`src/design/mode_status_pkg.sv`:
```
// Package: offsets, field layout, reset values and mode encodings of the converter mode status
package mode_status_pkg;
  // ==========================================================
  // Register map
  localparam logic [7:0] CONVERTER_MODE_STATUS_OFFSET = 8'h12;
  localparam logic [7:0] CONVERTER_MODE_STATUS_RESET = 8'h00;
  // ==========================================================
  // Field positions
  localparam int SINGLE_CELL_BIT = 3;
  localparam int OUTPUT_B_MODE_BIT = 2;
  localparam int OUTPUT_A_MODE_LSB = 0;
  localparam int OUTPUT_A_MODE_MSB = 1;
  localparam int RESERVED_LSB = 4;
  localparam int RESERVED_MSB = 7;
  // ==========================================================
  // Mode encodings
  localparam logic OUTPUT_B_BUCK = 1'b0;
  localparam logic OUTPUT_B_LINEAR = 1'b1;
  localparam logic [1:0] OUTPUT_A_BUCK = 2'h0;
  localparam logic [1:0] OUTPUT_A_AUTO = 2'h1;
  localparam logic [1:0] OUTPUT_A_BOOST = 2'h2;
  localparam logic [1:0] OUTPUT_A_LINEAR_PAR = 2'h3;
  localparam logic [1:0] OUTPUT_A_RESET = 2'h0;
  localparam logic OUTPUT_B_RESET = 1'b0;
  localparam logic SINGLE_CELL_RESET = 1'b0;
endpackage : mode_status_pkg

```
`src/design/converter_mode_status.sv`:
```
// Converter mode status register with update inhibit and calibration mode hold
`timescale 1ns/1ns
`default_nettype none
module converter_mode_status (
  // Clock and reset
  input wire logic core_clk,
  input wire logic rst_n,
  // Register access from the serial management interface
  input wire logic [7:0] reg_addr,
  input wire logic reg_addr_valid,
  input wire logic [7:0] reg_wdata,
  input wire logic reg_write,
  output logic [7:0] reg_rdata,
  // Supply pin level
  input wire logic aux_supply_pin,
  // Converter mode requests from the converters
  input wire logic [1:0] output_a_mode_req,
  input wire logic output_b_mode_req,
  // Calibration in progress per output
  input wire logic calib_a_active,
  input wire logic calib_b_active,
  // Modes applied to the converters
  output logic [1:0] output_a_converter_mode,
  output logic output_b_converter_mode,
  // Illegal write to the reserved bits seen
  output logic reserved_write_err
);
  // ==========================================================
  // Synchronisers
  logic [5:0] sync_vec;
  logic aux_s;
  logic [1:0] a_req_s;
  logic b_req_s;
  logic cal_a_s;
  logic cal_b_s;

  level_sync #(.WIDTH(6)) u_sync (
    .core_clk(core_clk),
    .rst_n(rst_n),
    .async_in({aux_supply_pin, output_a_mode_req, output_b_mode_req,
               calib_a_active, calib_b_active}),
    .sync_out(sync_vec)
  );

  // Split synchronised levels
  assign aux_s = sync_vec[5];
  assign a_req_s = sync_vec[4:3];
  assign b_req_s = sync_vec[2];
  assign cal_a_s = sync_vec[1];
  assign cal_b_s = sync_vec[0];

  // ==========================================================
  // State
  typedef enum logic [1:0] {POR_WAIT, POR_SETTLE, POR_SAMPLE, RUN} por_state_t;
  por_state_t por_q, por_d;
  logic single_cell_q, single_cell_d;
  logic [1:0] a_mode_q, a_mode_d;
  logic b_mode_q, b_mode_d;
  logic [1:0] a_view_q, a_view_d;
  logic b_view_q, b_view_d;
  logic [7:0] rdata_q, rdata_d;
  logic err_q, err_d;
  logic addressed;

  // Address decode used by the read path, the inhibit and the reserved-write check
  function automatic logic hits(input logic [7:0] addr, input logic valid);
    hits = valid && (addr == mode_status_pkg::CONVERTER_MODE_STATUS_OFFSET);
  endfunction : hits

  assign addressed = hits(reg_addr, reg_addr_valid);

  // Next-state computation
  always_comb begin
    por_d = por_q;
    single_cell_d = single_cell_q;
    a_mode_d = a_mode_q;
    b_mode_d = b_mode_q;
    a_view_d = a_view_q;
    b_view_d = b_view_q;
    err_d = 1'b0;
    rdata_d = 8'h00;
    case (por_q)
      // Both synchroniser stages must fill before the pin level is trusted
      POR_WAIT: por_d = POR_SETTLE;
      POR_SETTLE: por_d = POR_SAMPLE;
      POR_SAMPLE: begin
        single_cell_d = aux_s;
        por_d = RUN;
      end
      RUN: por_d = RUN;
      default: por_d = POR_WAIT;
    endcase
    if (!cal_a_s) begin
      a_mode_d = a_req_s;
    end
    if (!cal_b_s) begin
      b_mode_d = b_req_s;
    end
    if (!addressed) begin
      a_view_d = a_mode_q;
      b_view_d = b_mode_q;
    end
    if (addressed) begin
      rdata_d[mode_status_pkg::SINGLE_CELL_BIT] = single_cell_q;
      rdata_d[mode_status_pkg::OUTPUT_B_MODE_BIT] = b_view_q;
      rdata_d[mode_status_pkg::OUTPUT_A_MODE_MSB:mode_status_pkg::OUTPUT_A_MODE_LSB] = a_view_q;
    end
    if (addressed && reg_write) begin
      err_d = (reg_wdata[mode_status_pkg::RESERVED_MSB:mode_status_pkg::RESERVED_LSB] != 4'h0);
    end
  end

  always_ff @(posedge core_clk or negedge rst_n) begin
    if (!rst_n) begin
      por_q <= POR_WAIT;
      single_cell_q <= mode_status_pkg::SINGLE_CELL_RESET;
      a_mode_q <= mode_status_pkg::OUTPUT_A_RESET;
      b_mode_q <= mode_status_pkg::OUTPUT_B_RESET;
      a_view_q <= mode_status_pkg::OUTPUT_A_RESET;
      b_view_q <= mode_status_pkg::OUTPUT_B_RESET;
      rdata_q <= mode_status_pkg::CONVERTER_MODE_STATUS_RESET;
      err_q <= 1'b0;
    end else begin
      por_q <= por_d;
      single_cell_q <= single_cell_d;
      a_mode_q <= a_mode_d;
      b_mode_q <= b_mode_d;
      a_view_q <= a_view_d;
      b_view_q <= b_view_d;
      rdata_q <= rdata_d;
      err_q <= err_d;
    end
  end

  // Outputs from flops
  assign reg_rdata = rdata_q;
  assign output_a_converter_mode = a_mode_q;
  assign output_b_converter_mode = b_mode_q;
  assign reserved_write_err = err_q;
endmodule : converter_mode_status
`default_nettype wire

```
`src/design/level_sync.sv`:
```
// Two-stage synchroniser for a vector of asynchronous levels
`timescale 1ns/1ns
`default_nettype none
module level_sync #(
  parameter int WIDTH = 1
) (
  // Clock and reset
  input wire logic core_clk,
  input wire logic rst_n,
  // Levels
  input wire logic [WIDTH-1:0] async_in,
  output logic [WIDTH-1:0] sync_out
);
  logic [WIDTH-1:0] stage1_q;
  logic [WIDTH-1:0] stage2_q;

  // First stage feeds only the second stage
  always_ff @(posedge core_clk or negedge rst_n) begin
    if (!rst_n) begin
      stage1_q <= '0;
      stage2_q <= '0;
    end else begin
      stage1_q <= async_in;
      stage2_q <= stage1_q;
    end
  end

  assign sync_out = stage2_q;
endmodule : level_sync
`default_nettype wire

```
`config.mk`:
```
export PLATFORM = sky130hd
export DESIGN_NAME = converter_mode_status
export DESIGN_NICKNAME = d
export VERILOG_FILES = /design/src/design/mode_status_pkg.sv /design/src/design/converter_mode_status.sv /design/src/design/level_sync.sv
export SDC_FILE = /design/constraint.sdc
export NUM_CORES = 1
export LEC_CHECK = 0
export BUFFER_PORTS_ARGS = -buffer_cell sky130_fd_sc_hd__clkbuf_2
export CAP_MARGIN = 20
export CORE_MARGIN = 2
export CORE_UTILIZATION = 45
export CTS_BUF_LIST = sky130_fd_sc_hd__clkbuf_2
export DETAILED_ROUTE_END_ITERATION = 10
export MAX_ROUTING_LAYER = met4
export PLACE_DENSITY = 0.76
export SLEW_MARGIN = 20
export SYNTH_ARGS = -nofsm -noshare
export SYNTH_HDL_FRONTEND = slang
export SYNTH_SLANG_ARGS = --single-unit
```
`constraint.sdc`:
```
create_clock -name core_clk -period 1.5 [get_ports core_clk]
set_clock_uncertainty 0.2 [all_clocks]
set_input_delay 0.3 -clock core_clk [delete_from_list [all_inputs] [get_ports core_clk]]
set_output_delay 0.3 -clock core_clk [all_outputs]
set_load 0.01 [all_outputs]
```
==> flow_metrics.py, run 1 <==
metrics = {
    "floorplan": {
        "core_area_mm2": 0.00176,
        "dieArea_mm2": 0.00230,
        "dieWidth_um": 48.0,
        "die_y_um": 48.0,
        "num_rows": 15,
        "initial_core_util_pct": 49.4,
        "io_pins": 38,
    },
    "grt": {
        "grt_pass1_wl_um": 1880,
        "antenna_found_initial": 0,
        "grt_start_max_net_pins": 27,
        "grt-ovfl-total": 0,
        "grtUsageTotal_pct": 13.0,
        "grt_pass1_vias": 508,
    },
    "run_status": {
        "outcome": "completed",
    },
    "logic_synthesis": {
        "avgSynthCellArea_um2": 16.7,
        "ys_top_cells_by_count": "26 x dfrtp_1, 7 x mux2_2, 4 x and2_1, 4 x buf_4, 3 x nor2_1",
        "ys_seq_area_share_pct": 74.7,
        "synth_area_leaders": "dfrtp_1 75%, mux2_2 9.1%, buf_4 3.4%",
        "netlist_instances": 52,
        "syn_area_um2": 871,
        "ys_ff_latch": 26,
        "synth_edf_count": 0,
        "ys.flop_type": "dfrtp_1",
        "synthArstFlopShare_pct": 100,
        "yosysWarnings": 0,
        "synth_top_area_share_pct": 74.7,
        "yosysMostFrequentCell": "dfrtp_1",
        "yosys.area.top_type": "dfrtp_1",
        "synth_cell_types": 13,
    },
    "routing": {
        "drt-wirelength-per-cell_um": 10.9,
        "drt-pass1-iter-count": 1,
        "ant_nets": 0,
        "wl_met3_um": 89,
        "drc_errors": 0,
        "num_vias": 528,
        "viasPerCell": 4.40,
        "drt-initial-drc-count": 0,
        "dr_wl_met2_um": 705,
        "maxUsedRoutingLayer": "met4",
        "wirelength_um": 1310,
        "wl_met1_um": 500,
    },
    "critical_path": {
        "r2r-end": "single_cell_q",
        "crit_required_ns": 1.00,
        "cp.arrival_ns": 0.91,
        "ff2ff_setup_slack_ns": 0.30,
        "max_stage_delay_ns": 0.45,
        "criticalPathCategory": "reg -> out",
        "rr_startpoint": "por_q[0]",
        "path_cells": "clkbuf_2",
        "cp.buffers_inverters": 1,
        "crit_fanout": 3,
        "endpoint_kind": "primary output",
        "slowest_stage": "dfrtp_1",
        "reg2regPathDepth": 2,
        "startpoint_type": "register",
        "cp_top_family": "flip-flops",
    },
    "placed_design": {
        "dp_cells": 105,
        "placement.setup.worst_slack_ns": 0.0441,
        "gp_congestion": 0.636,
        "dp_hpwl_um": 899,
        "port_buffers": 29,
    },
    "worst_hold_path": {
        "worstHoldPathType": "in -> reg",
        "holdPathEnd": "reserved_write_err",
        "hold_depth": 3,
        "min_from": "reg_wdata[7]",
    },
    "final_layout": {
        "multi_input_area_um2": 201,
        "drive_above_1_share_pct": 45.3,
        "seqCellArea_um2": 651,
        "fin_nets": 122,
        "antennaDiodeCount": 0,
        "fillers": 153,
        "final_util_pct": 65.6,
        "finalNonFillerCells": 120,
        "area.growth.synth_to_final_pct": 32.9,
    },
    "timing": {
        "rsz0062_at_grt": "no",
        "slew_violations": 0,
        "setup_viol": 0,
        "finalHoldViolCount": 0,
        "fin_crit_sh_pct": 93.8,
        "fin_crit_ns": 1.41,
        "maxSlewHeadroom_pct": 60.3,
        "setup_tns_ns": 0,
        "tightest_slew_ns": 0.596,
        "setup_ws_ns": 0.0925,
        "fmax_mhz": 710,
    },
    "clock_tree": {
        "numCtsBuffers": 3,
        "clockBufferDepth": 2,
        "ctsResizeCount": 0,
        "cts.sinks": 26,
        "cts_tree": "done",
        "cts_hold_buf": 11,
        "clkSlewWorstSetupHoldPaths_ns": 0.22,
        "cts_setup_buffers": 0,
        "clk_latency_ns": 0.32,
        "h-tree-depth": 1,
        "cts_root_buf": "clkbuf_2",
    },
    "pwr": {
        "p_per_area_mw_per_mm2": 944,
        "leakage_uw": 0.000570,
        "vdd_drop_max_v": 0.000768,
    },
    "flow_run": {
        "maxCapViolations": 0,
    },
}
through the flow:
step	power, µW	cell area, µm²	hold slack (ns)
6_report	1090	1160	0.0169
5_1_grt	1150	1160	0.0224
3_5_place_dp	845	1030	0.135
3_3_place_gp	840	1030	0.126
4_1_cts	1110	1160	0.00237
2_1_floorplan	798	882	-0.196
logic make-up after synthesis:
kind of cell,after synthesis,share of synthesized area (%)
flops,26,74.7
simple gates,13,11.4
mux,7,9.05
buf+inv,4,3.45
compound gates,1,1.01
other cells,1,0.431
worst min-delay path: stages:
cell      delay [ns]
clkbuf_2        0.08
o41ai_1         0.07
nor2_1          0.07
cell type report:
| type | instances | share of cell area [%] |
|---|---|---|
| flip-flops and latches | 26 | 56.2 |
| well taps | 25 | 2.70 |
| clock inverters | 1 | 0.324 |
| repair buffers | 40 | 22.1 |
| multi-input cells | 25 | 17.4 |
| clock buffers | 3 | 1.30 |
placed cells by master, fill, tap and decap left out:
master and count:
o41ai_1 1, dlygate4sd3_1 11, nor2b_1 1, nand2b_1 1
nand4_4 1, conb_1 4, dfrtp_1 26, nor2_1 3
clkinv_1 1, and2_1 4, or2_2 1, and4_2 1
and4bb_2 1, clkbuf_2 32, mux2_2 7
flip-flops by register name, indices dropped and copies added (netlist names):
name                     count
por_q                        2
output_a_converter_mode      2
reg_rdata                    4
single_cell_q                1
u_sync.stage1_q              6
reserved_write_err           1
output_b_converter_mode      1
b_view_q                     1
a_view_q                     2
u_sync.sync_out              6
worst max path at each step:
stage | startpoint | to | slack, ns | cells after the start
after floorplan | reg_addr[5] | a_view_q[0] | 0.17 | 3
after global placement | reg_addr[5] | a_view_q[0] | 0.06 | 4
after detailed placement | reg_addr[5] | a_view_q[0] | 0.04 | 4
after CTS | output_a_converter_mode[0] | output_a_converter_mode[0] | 0.07 | 1
after global routing | output_a_converter_mode[1] | output_a_converter_mode[1] | 0.02 | 1
final | output_a_converter_mode[0] | output_a_converter_mode[0] | 0.09 | 1
metal layers:
layer  up-vias  track usage (%)
met5         -                -
met4         0             9.73
met3         2             2.26
met2        27             24.8
met1       249             10.7
li1        250                -
where the power goes:
group | switching, µW | internal (µW) | total, µW
combinational | 43.7 | 59.8 | 104
clock | 182 | 58.0 | 240
sequential | 13.8 | 735 | 749
Note: power is estimated with default switching activity, not from simulation.
==> inputs of run 2 (changes only) <==
Settings changed: CELL_PAD_IN_SITES_DETAIL_PLACEMENT set to 2, CELL_PAD_IN_SITES_GLOBAL_PLACEMENT set to 2, CORE_UTILIZATION 45 to 31, PLACE_DENSITY 0.76 to not set, PLACE_DENSITY_LB_ADDON set to 0.1.
==> flow_metrics.py, run 2 (synthesized netlist as in run 1, its figures left out) <==
metrics = {
    "run_status": {
        "outcome": "completed",
    },
    "routing": {
        "drt-pass1-iter-count": 2,
        "drt-initial-drc-count": 5,
        "drt-wirelength-per-cell_um": 13.8,
        "drc_errors": 0,
        "ant_nets": 0,
        "num_vias": 576,
        "wirelength_um": 1810,
        "viasPerCell": 4.40,
    },
    "pwr": {
        "power_switching_uw": 263,
        "leakage_uw": 0.000605,
        "seqPwrFrac_pct": 57.8,
        "p_per_area_mw_per_mm2": 1050,
        "combPwrFrac_pct": 9.4,
        "p_int_uw": 1040,
        "clkPwrFrac_pct": 32.9,
        "p_sw_share_pct": 20.3,
        "vdd_drop_max_v": 0.000738,
    },
    "timing": {
        "fin_hold_ws_ns": 0.0681,
        "fin_crit_ns": 1.42,
        "setup_viol": 0,
        "slew_violations": 0,
        "rsz0062_at_grt": "no",
        "finalHoldViolCount": 0,
        "fin_crit_sh_pct": 94.4,
        "fmax_mhz": 706,
    },
    "grt": {
        "grt_pass1_vias": 623,
        "grt_start_max_net_pins": 27,
        "grtUsageTotal_pct": 12.9,
        "antenna_found_initial": 0,
        "grt-ovfl-total": 0,
        "grt_pass1_wl_um": 2990,
    },
    "clock_tree": {
        "clk_latency_ns": 0.33,
        "cts_root_buf": "clkbuf_2",
        "clkSlewWorstSetupHoldPaths_ns": 0.23,
        "cts.sinks": 26,
        "cts_tree": "done",
        "clockBufferDepth": 2,
        "ctsResizeCount": 0,
        "numCtsBuffers": 3,
        "h-tree-depth": 1,
    },
    "placed_design": {
        "dp_hpwl_um": 1290,
        "gp_congestion": 0.623,
        "dp_cells": 112,
        "placed_area_mm2": 0.00104,
        "port_buffers": 29,
    },
    "final_layout": {
        "final_util_pct": 45.5,
        "finalNonFillerCells": 131,
        "post-route-cell-area_mm2": 0.00123,
        "drive_above_1_share_pct": 47.0,
        "area.growth.synth_to_final_pct": 41.7,
        "antennaDiodeCount": 0,
        "fillers": 272,
        "final_cell_mix": "32 x clkbuf_2, 26 x dfrtp_1, 13 x dlygate4sd3_1, 7 x mux2_2",
        "final_common_cell": "clkbuf_2",
        "fin_nets": 127,
    },
    "critical_path": {
        "cp.buffers_inverters": 1,
        "crit_required_ns": 1.00,
        "path_cells": "clkbuf_2",
        "cp_top_family": "flip-flops",
        "crit_fanout": 3,
        "startpoint_type": "register",
        "max_stage_delay_ns": 0.45,
        "cp-startpoint": "output_b_converter_mode",
        "slowest_stage": "dfrtp_1",
        "ff2ff_setup_slack_ns": 0.28,
        "endpoint_kind": "primary output",
        "rr_startpoint": "por_q[0]",
        "cp.arrival_ns": 0.92,
        "criticalPathCategory": "reg -> out",
    },
    "worst_hold_path": {
        "min_from": "reg_addr[2]",
        "worstHoldPathType": "in -> reg",
    },
    "floorplan": {
        "dieWidth_um": 57,
        "dieArea_mm2": 0.00325,
        "num_rows": 19,
        "io_pins": 38,
        "core_area_mm2": 0.00271,
        "die_y_um": 57,
        "initial_core_util_pct": 32.1,
    },
    "flow_run": {
        "maxCapViolations": 0,
    },
}
==> run 2: cell types whose count changed in the layout (fill, tap and decap cells not counted) <==
cell,previous run,this run
dlygate4sd3_1,11,13
buf_4,0,3
clkinv_1,1,0
bufinv_16,0,1
==> run 2: final cells by class <==
type                    instances  area, µm²  area share [%]
well taps                      31       38.8            3.14
flip-flops and latches         26        651            52.7
repair buffers                 45        298            24.1
clock inverters                 1       30.0            2.43
clock buffers                   3       15.0            1.22
multi-input cells              25        201            16.3
==> run 2: per-stage QoR <==
step                total power [µW]  setup TNS (ns)  setup WS [ns]
floorplan                        798               0          0.173
global placement                 845               0         0.0299
detailed placement               853         -0.0152        -0.0139
CTS                             1310               0         0.0549
global route                    1360               0        0.00821
finish                          1300               0         0.0843
==> run 2: power groups by stage <==
stage / Sequential, µW / Clock [µW] / Combinational [µW]
after floorplan: 763 / 0 / 35.1
after global placement: 762 / 0 / 82.6
after detailed placement: 766 / 0 / 87.5
after CTS: 754 / 441 / 112
after global routing: 757 / 465 / 135
final: 751 / 427 / 122
==> run 2: worst paths after layout <==
check,to,cells past startpoint
max in group asynchronous,reg_rdata[3],3
setup reg to reg,single_cell_q,2
hold / removal,reserved_write_err,4
hold reg to reg,u_sync.sync_out[5],0
min in group asynchronous,u_sync.stage1_q[1],3
setup / recovery,output_b_converter_mode,1
==> run 2: repair_timing <==
action                                 4_1_cts  5_1_grt
setup endpoints to repair                    0        2
buffers inserted                             0        2
hold buffers                                12        1
endpoints found under the hold margin       33        1
==> run 2: per-layer routing <==
layer | vias to the layer above | wire, µm | global-route usage [%]
li1 | 260 | - | -
met1 | 286 | 616 | 13.6
met2 | 28 | 1050 | 23.8
met3 | 2 | 138 | 2.95
met4 | 0 | 8 | 3.99
met5 | - | 0 | -
==> inputs of run 3 (changes only) <==
Settings changed: BUFFER_PORTS_ARGS -buffer_cell sky130_fd_sc_hd__clkbuf_2 to -buffer_cell sky130_fd_sc_hd__buf_2.
==> flow_metrics.py, run 3 (synthesized netlist as in run 1, its figures left out) <==
metrics = {
    "floorplan": {
        "num_rows": 19,
        "io_pins": 38,
        "die_y_um": 57,
        "initial_core_util_pct": 32.1,
        "dieWidth_um": 57,
        "dieArea_mm2": 0.00325,
        "core_area_mm2": 0.00271,
    },
    "timing": {
        "fmax_mhz": 713,
        "rsz0062_at_grt": "no",
        "maxSlewHeadroom_pct": 63.1,
        "slew_violations": 0,
        "finalHoldViolCount": 0,
        "setup_ws_ns": 0.0966,
        "tightest_slew_ns": 0.553,
        "setup_viol": 0,
        "fin_crit_sh_pct": 93.6,
        "fin_crit_ns": 1.40,
    },
    "flow_run": {
        "maxCapViolations": 0,
    },
    "critical_path": {
        "slowest_stage": "dfrtp_1",
        "ff2ff_setup_slack_ns": 0.31,
        "reg2regPathDepth": 2,
        "endpoint_kind": "primary output",
        "startpoint_type": "register",
        "cp.depth": 1,
        "cp.arrival_ns": 0.90,
        "path_cells": "buf_2",
        "crit_required_ns": 1.00,
        "cp.buffers_inverters": 1,
        "cp_top_family": "flip-flops",
        "max_stage_delay_ns": 0.44,
        "crit_fanout": 3,
        "criticalPathCategory": "reg -> out",
    },
    "pwr": {
        "p_per_area_mw_per_mm2": 954,
        "leakage_uw": 0.000555,
        "vdd_drop_max_v": 0.000527,
    },
    "final_layout": {
        "fin_nets": 119,
        "area.growth.synth_to_final_pct": 29.9,
        "antennaDiodeCount": 0,
        "final_cell_mix": "29 x buf_2, 26 x dfrtp_1, 8 x dlygate4sd3_1, 7 x mux2_2",
        "post-route-cell-area_mm2": 0.00113,
        "drive_above_1_share_pct": 47.3,
        "final_common_cell": "buf_2",
    },
    "placed_design": {
        "placed_area_mm2": 0.00104,
        "placement.setup.worst_slack_ns": -0.0137,
        "port_buffers": 29,
        "gp_congestion": 0.598,
        "dp_hpwl_um": 1080,
    },
    "clock_tree": {
        "clockBufferDepth": 2,
        "cts_setup_buffers": 0,
        "cts_hold_buf": 8,
        "numCtsBuffers": 3,
        "cts_tree": "done",
        "cts_root_buf": "clkbuf_2",
        "ctsResizeCount": 0,
        "cts.sinks": 26,
        "clk_latency_ns": 0.31,
        "h-tree-depth": 1,
        "clkSlewWorstSetupHoldPaths_ns": 0.21,
    },
    "grt": {
        "grt-ovfl-total": 0,
        "grt_start_max_net_pins": 27,
        "grt_pass1_wl_um": 2420,
        "antenna_found_initial": 0,
        "grtUsageTotal_pct": 10.0,
        "grt_pass1_vias": 601,
    },
    "run_status": {
        "outcome": "completed",
    },
    "routing": {
        "num_vias": 538,
        "drt-pass1-iter-count": 2,
        "drt-initial-drc-count": 10,
        "drt-wirelength-per-cell_um": 11.8,
        "wirelength_um": 1440,
        "drc_errors": 0,
        "viasPerCell": 4.41,
        "ant_nets": 0,
    },
    "worst_hold_path": {
        "worstHoldPathType": "in -> reg",
        "hold_depth": 3,
    },
}
==> run 3: cell count changes in the layout (fill, tap and decap cells not counted) <==
cell           delta
clkbuf_2         -29
bufinv_16         -1
buf_4             -3
dlygate4sd3_1     -5
buf_2            +29
==> run 3: area by class of cell <==
| cell class | count | area [µm²] |
|---|---|---|
| multi-input cells | 25 | 201 |
| clock buffers | 3 | 15.0 |
| flip-flops and latches | 26 | 651 |
| fillers | 271 | 1580 |
| well taps | 31 | 38.8 |
| repair buffers | 37 | 225 |
==> run 3: worst paths after layout <==
kind / endpoint / from
worst min register to register: u_sync.sync_out[2] / u_sync.stage1_q[2]
worst min-delay path: reserved_write_err / reg_wdata[6]
worst max-delay path: output_b_converter_mode / output_b_converter_mode
worst max register to register: single_cell_q / por_q[0]
max in group asynchronous: reg_rdata[2] / rst_n
min in group asynchronous: u_sync.stage1_q[1] / rst_n
==> run 3: through the flow <==
stage / TNS (ns) / hold slack (ns) / total power, µW / utilization (%) / instances
3_5_place_dp: -0.0221 / 0.125 / 848 / 38.2 / 111
5_1_grt: 0 / 0.0153 / 1140 / 41.7 / 122
2_1_floorplan: 0 / -0.196 / 798 / - / 55
4_1_cts: 0 / 0.00590 / 1100 / 41.7 / 122
3_3_place_gp: 0 / 0.121 / 842 / 38.2 / 111
6_report: 0 / 0.0277 / 1080 / 41.7 / 122
==> run 3: per-layer routing <==
layer  track usage [%]  share of wire [%]  up-vias
met5                 -                  0        -
met2              18.6                 53       28
met3              2.72                9.5        0
met4              3.99                  0        0
li1                  -                  -      244
met1              9.75                 38      266
==> run 3: power by group <==
group          internal [µW]  switching [µW]
registers                735            14.1
logic                   54.8            42.8
clock network           54.5             177
